--- config.mk ---
export PLATFORM = sky130hd
export DESIGN_NAME = rate_compare_elastic_buffer
export DESIGN_NICKNAME = d
export VERILOG_FILES = /design/src/core/rcb_pkg.sv /design/src/core/rate_compare_elastic_buffer.sv
export SDC_FILE = /design/constraint.sdc
export NUM_CORES = 1
export LEC_CHECK = 0
export ABC_AREA = 1
export BUFFER_PORTS_ARGS = -buffer_cell sky130_fd_sc_hd__buf_2
export CAP_MARGIN = 40
export CORE_MARGIN = 2
export CORE_UTILIZATION = 53
export DETAILED_ROUTE_END_ITERATION = 16
export HOLD_SLACK_MARGIN = 0.05
export PLACE_DENSITY = 0.75
export SYNTH_ARGS = -nofsm -noshare
export SYNTH_HDL_FRONTEND = slang
export SYNTH_SLANG_ARGS = --single-unit
--- constraint.sdc ---
create_clock -name clk -period 1.69 [get_ports clk]
set_input_delay 0 -clock clk [delete_from_list [all_inputs] [get_ports clk]]
set_output_delay 0 -clock clk [all_outputs]
set_load 0.01 [all_outputs]
--- src/core/rcb_pkg.sv ---
/*
 * Constants, types and carriers of the rate compare elastic buffer.
 * Assumes one 200 MHz clock; channel pins are asynchronous to it.
 */
package rcb_pkg;
    localparam int ADDR_W = 4;
    localparam int STORE_DEPTH = 16;
    localparam int WORD_CNT_W = 10;
    localparam int FIFO_DEPTH = 2;
    localparam logic [3:0] RD_RESET_VAL = 4'h0;
    localparam logic [3:0] WR_PRESET_VAL = 4'hA;
    localparam logic [3:0] NOMINAL_OFFSET = 4'h8;
    localparam logic [3:0] OOT_LOW_LIMIT = 4'h2;
    localparam logic [3:0] OOT_HIGH_LIMIT = 4'hE;
    localparam logic [1:0] PRESET_DELAY_CYC = 2'h2;
    localparam int CLK_HZ = 200_000_000;
    localparam int CHAN_MAX_BPS = 3_000_000;
    localparam int CHAN_MIN_BPS = 50;
    // clock cycles per channel bit at the fastest rate, rounded down
    localparam int CYC_PER_FAST_BIT = CLK_HZ / CHAN_MAX_BPS;

    typedef enum logic {
        DIRECT_CLOCK_MODE = 1'b0,
        COARSE_CONVERSION_MODE = 1'b1
    } clock_mode_t;

    typedef enum logic [1:0] {
        CMP_IDLE = 2'b00,
        CMP_ARMED = 2'b01,
        CMP_RESET_WAIT = 2'b10,
        CMP_PRESET = 2'b11
    } compare_state_t;

    typedef struct packed {
        logic pos;
        logic neg;
        logic out_of_tolerance_decode;
    } stuff_decode_t;

    typedef struct packed {
        logic word24_bit0;
        logic end_of_scan;
        logic major_frame_end;
        logic overhead_slot;
    } frame_strobe_t;
endpackage

--- src/core/rate_compare_elastic_buffer.sv ---
/*
 * Channel rate compare elastic buffer: serial channel bits are written on
 * their own timing into a 16-bit store and read out on gated clocks.
 * Assumes the multiplexer strobes and gated clocks are one-cycle pulses on
 * clk and that the gated clock source holds clocks while the ready is low.
 */
`timescale 1ns/100ps
module rate_compare_elastic_buffer
    import rcb_pkg::*;
(
    // clock and reset
    input wire logic clk,
    input wire logic rst,
    // channel pins
    input wire logic channel_data_in,
    input wire logic channel_timing_in,
    // static configuration
    input wire logic mode_select_switch,
    input wire logic [WORD_CNT_W-1:0] fill_bit_straps,
    // multiplexer timing
    input wire logic gated_read_clock,
    input wire frame_strobe_t frame_strobes,
    output logic read_clock_ready,
    // stuff requests
    output logic positive_stuff_request,
    output logic negative_stuff_request,
    output logic out_of_tolerance,
    // diagnostics
    output logic channel_timing_tick,
    // synchronous data out
    output logic out_valid,
    input wire logic out_ready,
    output logic out_data
);

    logic t_s1_ff, t_s2_ff, t_s3_ff;
    logic d_s1_ff, d_s2_ff, m_s1_ff, m_s2_ff;
    logic tick, tick_ff;
    logic [ADDR_W-1:0] wr_addr_ff, nxt_wr_addr;
    logic in_buf_ff, nxt_in_buf;
    logic store_ff [STORE_DEPTH];
    logic [ADDR_W-1:0] rd_addr_ff, nxt_rd_addr;
    logic [WORD_CNT_W-1:0] word_cnt_ff, nxt_word_cnt, word_rev;
    logic del_armed_ff, nxt_del_armed;
    logic rd_clk_eff, rd_take, fifo_ready, pop;
    logic fifo_e0_ff, fifo_e1_ff, nxt_e0, nxt_e1;
    logic [1:0] fifo_cnt_ff, nxt_fifo_cnt;
    compare_state_t state_ff, nxt_state;
    clock_mode_t mode_ff, nxt_mode;
    stuff_decode_t decode_ff, nxt_decode;
    logic [ADDR_W-1:0] rd_latch_ff, nxt_rd_latch, wr_latch_ff, nxt_wr_latch, diff;
    logic [1:0] delay_ff, nxt_delay;
    logic reset_rd, preset_wr, reset_pending, oot_now;

    // two-stage synchronisers for the asynchronous pins
    always_ff @(posedge clk) begin
        t_s1_ff <= channel_timing_in;
        t_s2_ff <= t_s1_ff;
        t_s3_ff <= t_s2_ff;
        d_s1_ff <= channel_data_in;
        d_s2_ff <= d_s1_ff;
        m_s1_ff <= mode_select_switch;
        m_s2_ff <= m_s1_ff;
    end

    // rising edge of channel timing; 200 MHz oversamples even 3 Mbps
    assign tick = t_s2_ff & ~t_s3_ff;
    assign channel_timing_tick = tick_ff; // one-cycle pulse per edge, from a flop

    // write side: input buffer stage then serial write at the write address
    always_comb begin
        nxt_in_buf = in_buf_ff;
        nxt_wr_addr = wr_addr_ff;
        if (tick) begin
            nxt_in_buf = d_s2_ff;
            nxt_wr_addr = wr_addr_ff + 4'h1;
        end
        if (preset_wr) begin
            nxt_wr_addr = WR_PRESET_VAL;
        end
    end

    always_ff @(posedge clk) begin
        if (rst) begin
            in_buf_ff <= 1'b0;
            wr_addr_ff <= WR_PRESET_VAL;
            tick_ff <= 1'b0;
        end else begin
            in_buf_ff <= nxt_in_buf;
            wr_addr_ff <= nxt_wr_addr;
            tick_ff <= tick;
        end
    end

    // elastic store: one write port and one read port at other addresses
    always_ff @(posedge clk) begin
        if (tick) begin
            store_ff[wr_addr_ff] <= in_buf_ff;
        end
    end

    // coarse conversion: reversed word count against straps spreads deletions
    always_comb begin
        word_rev = {<<{word_cnt_ff}};
        nxt_word_cnt = word_cnt_ff;
        nxt_del_armed = del_armed_ff;
        if (frame_strobes.major_frame_end) begin
            nxt_word_cnt = '0;
        end else if (frame_strobes.end_of_scan && !frame_strobes.overhead_slot) begin
            nxt_word_cnt = word_cnt_ff + 10'h001;
        end
        if (gated_read_clock && del_armed_ff && fifo_ready) begin
            nxt_del_armed = 1'b0; // one single clock removed per word
        end
        if (frame_strobes.end_of_scan) begin
            nxt_del_armed = (mode_ff == COARSE_CONVERSION_MODE)
                && !frame_strobes.overhead_slot && (word_rev > fill_bit_straps);
        end
    end

    always_ff @(posedge clk) begin
        if (rst) begin
            word_cnt_ff <= '0;
            del_armed_ff <= 1'b0;
        end else begin
            word_cnt_ff <= nxt_word_cnt;
            del_armed_ff <= nxt_del_armed;
        end
    end

    // gated clocks pass straight in direct mode, via deletion in coarse mode
    assign rd_clk_eff = gated_read_clock
        & ~((mode_ff == COARSE_CONVERSION_MODE) & del_armed_ff);
    assign rd_take = rd_clk_eff & fifo_ready;
    assign read_clock_ready = fifo_ready;

    // read address counter
    always_comb begin
        nxt_rd_addr = rd_addr_ff;
        if (reset_rd) begin
            nxt_rd_addr = RD_RESET_VAL;
        end else if (rd_take) begin
            nxt_rd_addr = rd_addr_ff + 4'h1;
        end
    end

    always_ff @(posedge clk) begin
        if (rst) begin
            rd_addr_ff <= RD_RESET_VAL;
        end else begin
            rd_addr_ff <= nxt_rd_addr;
        end
    end

    // two-entry output buffer; head entry drives the data pin directly
    assign pop = out_valid & out_ready;
    assign out_valid = (fifo_cnt_ff != 2'h0);
    assign fifo_ready = (fifo_cnt_ff != 2'(FIFO_DEPTH));
    assign out_data = fifo_e0_ff;

    always_comb begin
        nxt_e0 = fifo_e0_ff;
        nxt_e1 = fifo_e1_ff;
        nxt_fifo_cnt = fifo_cnt_ff;
        if (pop) begin
            nxt_e0 = fifo_e1_ff;
            nxt_fifo_cnt = fifo_cnt_ff - 2'h1;
        end
        if (rd_take) begin
            if (nxt_fifo_cnt == 2'h0) begin
                nxt_e0 = store_ff[rd_addr_ff];
            end else begin
                nxt_e1 = store_ff[rd_addr_ff];
            end
            nxt_fifo_cnt = nxt_fifo_cnt + 2'h1;
        end
    end

    always_ff @(posedge clk) begin
        if (rst) begin
            fifo_e0_ff <= 1'b0;
            fifo_e1_ff <= 1'b0;
            fifo_cnt_ff <= 2'h0;
        end else begin
            fifo_e0_ff <= nxt_e0;
            fifo_e1_ff <= nxt_e1;
            fifo_cnt_ff <= nxt_fifo_cnt;
        end
    end

    // rate compare, decode and initialization sequence
    assign diff = wr_addr_ff - rd_latch_ff; // write lead over read
    assign oot_now = (diff <= OOT_LOW_LIMIT) || (diff >= OOT_HIGH_LIMIT);
    assign reset_pending = (state_ff == CMP_RESET_WAIT) || (state_ff == CMP_PRESET);
    assign reset_rd = (state_ff == CMP_RESET_WAIT) && frame_strobes.word24_bit0;
    assign preset_wr = (state_ff == CMP_PRESET) && (delay_ff == PRESET_DELAY_CYC - 2'h1);

    always_comb begin
        nxt_state = state_ff;
        nxt_rd_latch = rd_latch_ff;
        nxt_wr_latch = wr_latch_ff;
        nxt_decode = decode_ff;
        nxt_delay = delay_ff;
        nxt_mode = mode_ff;
        if (reset_pending) begin
            nxt_mode = clock_mode_t'(m_s2_ff);
        end
        unique case (state_ff)
            CMP_IDLE: begin
                if (frame_strobes.word24_bit0) begin
                    nxt_rd_latch = rd_addr_ff;
                    nxt_state = CMP_ARMED;
                end
            end
            CMP_ARMED: begin
                if (tick) begin
                    nxt_wr_latch = wr_addr_ff;
                    nxt_decode.out_of_tolerance_decode = oot_now;
                    nxt_decode.pos = !oot_now && (diff > NOMINAL_OFFSET);
                    nxt_decode.neg = !oot_now && (diff < NOMINAL_OFFSET);
                    nxt_state = oot_now ? CMP_RESET_WAIT : CMP_IDLE;
                end
            end
            CMP_RESET_WAIT: begin
                nxt_decode.pos = 1'b0;
                nxt_decode.neg = 1'b0;
                if (frame_strobes.word24_bit0) begin
                    nxt_delay = 2'h0;
                    nxt_state = CMP_PRESET;
                end
            end
            CMP_PRESET: begin
                nxt_delay = delay_ff + 2'h1;
                if (preset_wr) begin
                    nxt_decode.out_of_tolerance_decode = 1'b0;
                    nxt_state = CMP_IDLE;
                end
            end
        endcase
    end

    always_ff @(posedge clk) begin
        if (rst) begin
            state_ff <= CMP_RESET_WAIT;
            rd_latch_ff <= RD_RESET_VAL;
            wr_latch_ff <= WR_PRESET_VAL;
            decode_ff <= '0;
            delay_ff <= 2'h0;
            mode_ff <= DIRECT_CLOCK_MODE;
        end else begin
            state_ff <= nxt_state;
            rd_latch_ff <= nxt_rd_latch;
            wr_latch_ff <= nxt_wr_latch;
            decode_ff <= nxt_decode;
            delay_ff <= nxt_delay;
            mode_ff <= nxt_mode;
        end
    end

    // requests stand in both modes; partner stuffs in its overhead slot
    assign positive_stuff_request = decode_ff.pos;
    assign negative_stuff_request = decode_ff.neg;
    assign out_of_tolerance = decode_ff.out_of_tolerance_decode;
endmodule

==> results.yml, run 1 <==
setup_path:
  cp_max_fo: 2
  endpoint_kind: "flip-flop"
  slowest_delay_ns: 0.52
  worst_path_max_delay_cell: "fa_1"
  start_kind: "flip-flop"
  worstPathRequired_ns: 1.98
  path_cells: "inv_2 -> ha_4 -> inv_2 -> fa_1 -> inv_2 -> or2_1 -> nand2_2 -> nand3_2 -> nand2_1 -> nand2_1 -> a21oi_2"
  arrival_ns: 2.05
  critical_path_class: "reg -> reg"
  cpMostUsedCell: "inv_2"
  r2r_cells: 11
clock_network:
  clk-insertion-delay-late_ns: 0.35
  clk_path_buf_depth: 2
  tritoncts: "yes"
  cts-buffers-inserted: 9
  path_clk_slew_ns: 0.07
  clockRootBuffer: "clkbuf_8"
  clkSinkCount: 64
  htreeDepth: 3
finish:
  drive_above_1_share_pct: 19.1
  final_cells: 531
  nets: 496
  area_delta_synth_final_pct: 19.0
  antenna_cells: 0
  post-route-util_pct: 64.9
run_status:
  violations: "setup timing"
  status: "finished, violations left"
global_route:
  grt_max_degree: 18
  grt_antenna_before_repair: 0
  globalRouteOverflowTotal: 0
  grt_use_total_pct: 20.7
  grt_pass1_wl_um: 10300
  grt_pass1_vias: 2365
floorplanning:
  core-area_um2: 5890
  die_area_um2: 6700
  start_util_pct: 54.5
  ios: 28
  die_y_um: 81.8
  rows: 28
  die_w_um: 81.8
min_path:
  hp-class: "in -> reg"
  min_delay_path_depth: 5
synth:
  syn_nets: 445
  yosys_warnings: 0
  synth_ff_type: "dfxtp_1"
  synth_edf_count: 16
  syn_area_per_cell_um2: 8.03
  synth_cell_types: 36
  synth-seq-cells: 64
  async_reset_ff_share_pct: 0
  syn_area_um2: 3210
  synthCells: 400
  yosysSeqAreaShare_pct: 44.9
sta:
  skew_ns: 0.00866
  clock.fmax_ghz: 0.568
  rsz0062_at_grt: "true"
  fin_crit_ns: 1.76
  max_slew_margin_pct: 68.7
  setup_slack_ns: -0.0700
  final_max_slew_viol_count: 0
  setup-violations-final: 3
  fin_crit_sh_pct: 104
  worstMarginPinSlew_ns: 0.469
  fin_setup_tns_ns: -0.107
  holdWs_ns: 0.0673
  hold_violations: 0
detailed_routing:
  vias_per_cell: 4.87
  totalWireLength_um: 6230
  wl_per_cell_um: 11.7
  drtPass1Iterations: 4
  vias: 2588
  route.detailed.drc: 0
  ant_nets: 0
  drtIter0Drc: 92
placement:
  portBuffers: 27
  dp_hpwl_um: 4530
  gp_congestion: 0.867
  placed_cells: 502
flow_run:
  drv_cap: 0
power_and_ir_drop:
  p_clk_share_pct: 36.8
  p_total_mw: 3.84
  power_switching_mw: 1.08
  leakage_nw: 1.70
  power_frac_comb_pct: 18.4
  peakVddDrop_mv: 0.739
  p_int_mw: 2.77
  switching_share_pct: 28.0
  power.density_nw_per_um2: 1010
  p_seq_share_pct: 44.8
-- registers in the layout (all words and copies together), names as in the netlist, 2 cells and up, named ones only --
signal and flops:
delay_ff 2, fifo_cnt_ff 2, rd_addr_ff 4, wr_addr_ff 4, store_ff 16, rd_latch_ff 4, word_cnt_ff 10
-- cell usage in the layout, fill, tap and decap left out, types with 5 or more instances in the layout --
master	n
nand2_1	87
inv_1	56
dfxtp_1	45
nor2_1	39
a21oi_1	27
buf_2	27
nand3_1	23
ha_1	20
edfxtp_1	16
o21ai_0	11
inv_2	10
dlygate4sd3_1	10
clkbuf_8	9
o21ai_1	7
buf_4	7
xor2_1	6
nand4_1	5
-- power by group through the flow --
stage / clock network (mW) / logic (mW) / registers (mW)
after floorplan: 0 / 0.438 / 1.74
after global placement: 0 / 0.567 / 1.75
after detailed placement: 0 / 0.594 / 1.75
after CTS: 1.44 / 0.619 / 1.72
after global routing: 1.51 / 0.813 / 1.73
final: 1.42 / 0.708 / 1.72
-- worst max-delay path: cells and delay by family (launching register included) --
family / cells / cell delay (ns)
simple gates: 5 / 0.50
compound gates: 1 / 0.11
buf+inv: 3 / 0.14
fa+ha+maj: 2 / 0.64
flops: 1 / 0.33
-- layout make-up --
class	count	area (um2)
Multi-Input combinational cell	265	1530
Tap cell	75	93.8
Clock inverter	7	86.3
Clock buffer	9	124
Fill cell	500	2070
Inverter	67	254
Sequential cell	64	1450
Timing Repair Buffer	44	288
-- cells by family (layout without fill, tap and decap cells) --
| group | after synthesis | in the layout | share of synthesized area [%] |
|---|---|---|---|
| buf+inv | 71 | 127 | 8.69 |
| fa+ha+maj | 24 | 24 | 9.59 |
| simple gates | 173 | 173 | 24.0 |
| flops | 64 | 64 | 44.9 |
| xor+xnor | 8 | 8 | 2.18 |
| compound gates | 60 | 60 | 10.6 |
-- cells in the mapped netlist (3+ instances only) --
library cell  instances  area share [%]
nor3_2                3            0.94
o21ai_0              12             1.9
nor2_1               40             4.7
inv_2                 6            0.70
a21oi_1              28             4.4
ha_1                 23             9.0
nand3_1              24             3.7
edfxtp_1             16              15
inv_1                60             7.0
o21ai_1               6            0.94
a21oi_2               3            0.82
nand4_1               5            0.97
dfxtp_1              48              30
xor2_1                6             1.6
nand2_1              89              10
o21a_1                4            0.94
-- routing by layer --
metal	share of wire, %	vias up	track usage (%)
li1	-	1386	-
met1	49	1137	26.0
met2	44	50	32.8
met3	4.0	15	4.84
met4	2.9	0	11.7
met5	0	-	0
-- metrics by stage --
| stage | area, um2 | worst slack (ns) |
|---|---|---|
| 6_report | 3820 | -0.0700 |
| 5_1_grt | 3820 | -0.164 |
| 4_1_cts | 3790 | -0.0696 |
| 3_5_place_dp | 3460 | -0.106 |
| 3_3_place_gp | 3460 | -0.0374 |
| 2_1_floorplan | 3230 | -0.0377 |
-- path summary, 6_finish.rpt --
check                      from                endpoint  slack, ns
hold / removal        out_ready                out_data       0.07
setup reg to reg  wr_addr_ff[0]  positive_stuff_request      -0.07
hold reg to reg         d_s1_ff                 d_s2_ff       0.32
setup / recovery  wr_addr_ff[0]  positive_stuff_request      -0.07
-- repair_timing --
| item | in CTS | in global routing |
|---|---|---|
| pin swaps | 4 | 2 |
| hold buffers | 10 | 0 |
| gates resized for setup | 2 | 10 |
| setup buffers | 2 | 1 |
| endpoints found under the setup margin | 4 | 7 |
| hold endpoints to repair | 20 | 0 |
Power figures use the tool's default switching activity.
==> inputs of run 2 (changes only) <==
BUFFER_PORTS_ARGS = -buffer_cell sky130_fd_sc_hd__buf_4   (was -buffer_cell sky130_fd_sc_hd__buf_2)
CORE_UTILIZATION = 62   (was 53)
CTS_BUF_LIST = sky130_fd_sc_hd__clkbuf_4 sky130_fd_sc_hd__clkbuf_8   (was not set)
PLACE_DENSITY = 0.82   (was 0.75)
clock period = 1.8 ns   (was 1.69 ns; I/O delays follow)
==> run 2 against run 1 <==
The flow still finishes with violations (setup timing). Maximum frequency decreased by 5.4%. Via count up 5.3%. Non-clock buffer count fell by 2.
==> results.yml, run 2 (same netlist as run 1, synthesis figures left out) <==
power_and_ir_drop:
  p_seq_share_pct: 47.1
  p_clk_share_pct: 34.9
  leakage_nw: 1.70
  power.density_nw_per_um2: 893
  switching_share_pct: 28.3
  power_switching_mw: 0.971
  power_frac_comb_pct: 18.0
  p_int_mw: 2.46
  peakVddDrop_mv: 0.704
clock_network:
  clk-insertion-delay-late_ns: 0.34
  cts-buffers-inserted: 9
  clockRootBuffer: "clkbuf_8"
  tritoncts: "yes"
  clkSinkCount: 64
  htreeDepth: 3
  clk_path_buf_depth: 2
  path_clk_slew_ns: 0.07
finish:
  largest_reg_flops: 16
  final_common_cell: "nand2_1"
  final_cell_mix: "nand2_1 (88), inv_1 (57), dfxtp_1 (46)"
  fillers: 365
  area_delta_synth_final_pct: 19.6
  post-route-util_pct: 76.2
  drive_above_1_share_pct: 17.6
  reg_top3: "store_ff: 16 flops, word_cnt_ff: 10 flops"
  nets: 494
  seqCellArea_um2: 1440
  multi_input_area_um2: 1520
  final_cells: 524
  antenna_cells: 0
  top_register: "store_ff"
sta:
  fin_setup_tns_ns: -0.0975
  final_max_slew_viol_count: 0
  fin_crit_sh_pct: 103
  fin_crit_ns: 1.86
  clock.fmax_ghz: 0.538
  holdWs_ns: 0.0651
  hold_violations: 0
  skew_ns: 0.00815
  max_slew_margin_pct: 67.6
  worstMarginPinSlew_ns: 0.486
  rsz0062_at_grt: "true"
  setup_slack_ns: -0.0596
  setup-violations-final: 3
floorplanning:
  core-area_um2: 5040
  ios: 28
  die_area_um2: 5770
  start_util_pct: 63.7
  die_y_um: 76.0
  die_w_um: 76.0
  rows: 26
setup_path:
  endpoint: "positive_stuff_request"
  reg2reg_slack_ns: -0.06
  arrival_ns: 2.13
  critical_path_class: "reg -> reg"
  crit-reg2reg-capture: "positive_stuff_request"
  cp_max_fo: 2
  cp-startpoint: "wr_addr_ff[0]"
  reg2reg_from: "wr_addr_ff[0]"
  r2r_cells: 11
  worstPathRequired_ns: 2.08
  endpoint_kind: "flip-flop"
  start_kind: "flip-flop"
placement:
  placed_cells: 496
  gp_congestion: 0.875
  dp_hpwl_um: 4600
  portBuffers: 27
global_route:
  globalRouteOverflowTotal: 0
  grt_pass1_vias: 2523
  grt_antenna_before_repair: 0
  grt_max_degree: 18
  grt_use_total_pct: 22.8
  grt_pass1_wl_um: 10700
detailed_routing:
  vias: 2726
  drtPass1Iterations: 6
  ant_nets: 0
  wl_per_cell_um: 12.4
  drtIter0Drc: 183
  vias_per_cell: 5.20
  totalWireLength_um: 6510
  route.detailed.drc: 0
flow_run:
  drv_cap: 0
min_path:
  hp-class: "in -> reg"
  min_from: "out_ready"
run_status:
  status: "finished, violations left"
  violations: "setup timing"
## run 2: cell types whose count changed in the layout (fill, tap and decap cells not counted), sizes merged
cell / before / now
buf: 34 / 31
bufinv: 2 / 1
clkbuf: 9 / 10
clkinv: 4 / 3
clkinvlp: 1 / 2
dlygate4sd3: 10 / 11
## run 2: metal layers
layer	vias up	wire, um	global-route usage [%]
met3	18	368	4.52
met2	90	3120	38.3
li1	1385	-	-
met5	-	0	0
met4	0	116	10.5
met1	1233	2900	28.5
## run 2: layout make-up
cell class | instances | area share (%)
well taps | 70 | 2.28
clock inverters | 6 | 1.56
inverters | 67 | 6.61
flip-flops and latches | 64 | 37.6
repair buffers | 42 | 8.93
multi-input cells | 265 | 39.6
clock buffers | 10 | 3.42
## run 2: stage by stage
stage	area (um2)	worst slack (ns)	power, mW
after global routing	3840	-0.126	3.59
after detailed placement	3500	0.0184	2.24
final	3840	-0.0596	3.43
after global placement	3500	0.0300	2.20
after floorplan	3210	0.0235	2.04
after CTS	3800	0.00715	3.42
## run 2: worst min path at each step
stage                     cells after the start  slack (ns)  endpoint
after floorplan                               0        0.03   d_s1_ff
after global placement                        1        0.10   m_s1_ff
after detailed placement                      1        0.11   t_s1_ff
after CTS                                     5        0.06  out_data
after global routing                          5        0.09  out_data
final                                         5        0.07  out_data
## run 2: critical path, stage by stage (launching register included)
cell	delay, ns
dfxtp_2	0.32
inv_2	0.06
ha_4	0.12
inv_2	0.04
fa_2	0.55
inv_2	0.05
or2_1	0.19
nand2_1	0.11
nand3_2	0.10
nand2_1	0.07
nand2_1	0.06
a21oi_2	0.12
## run 2: power groups by stage
stage	clock, mW	sequential, mW	combinational, mW
3_3_place_gp	0	1.64	0.562
5_1_grt	1.26	1.63	0.706
4_1_cts	1.20	1.62	0.605
3_5_place_dp	0	1.65	0.591
2_1_floorplan	0	1.63	0.408
6_report	1.20	1.61	0.618
## run 2: what timing repair did
action | 4_1_cts | 5_1_grt
pin swaps | 0 | 8
hold buffers | 11 | 0
buffers inserted | 0 | 1
gates resized for setup | 1 | 9
setup endpoints to repair | 1 | 5
endpoints found under the hold margin | 20 | 0
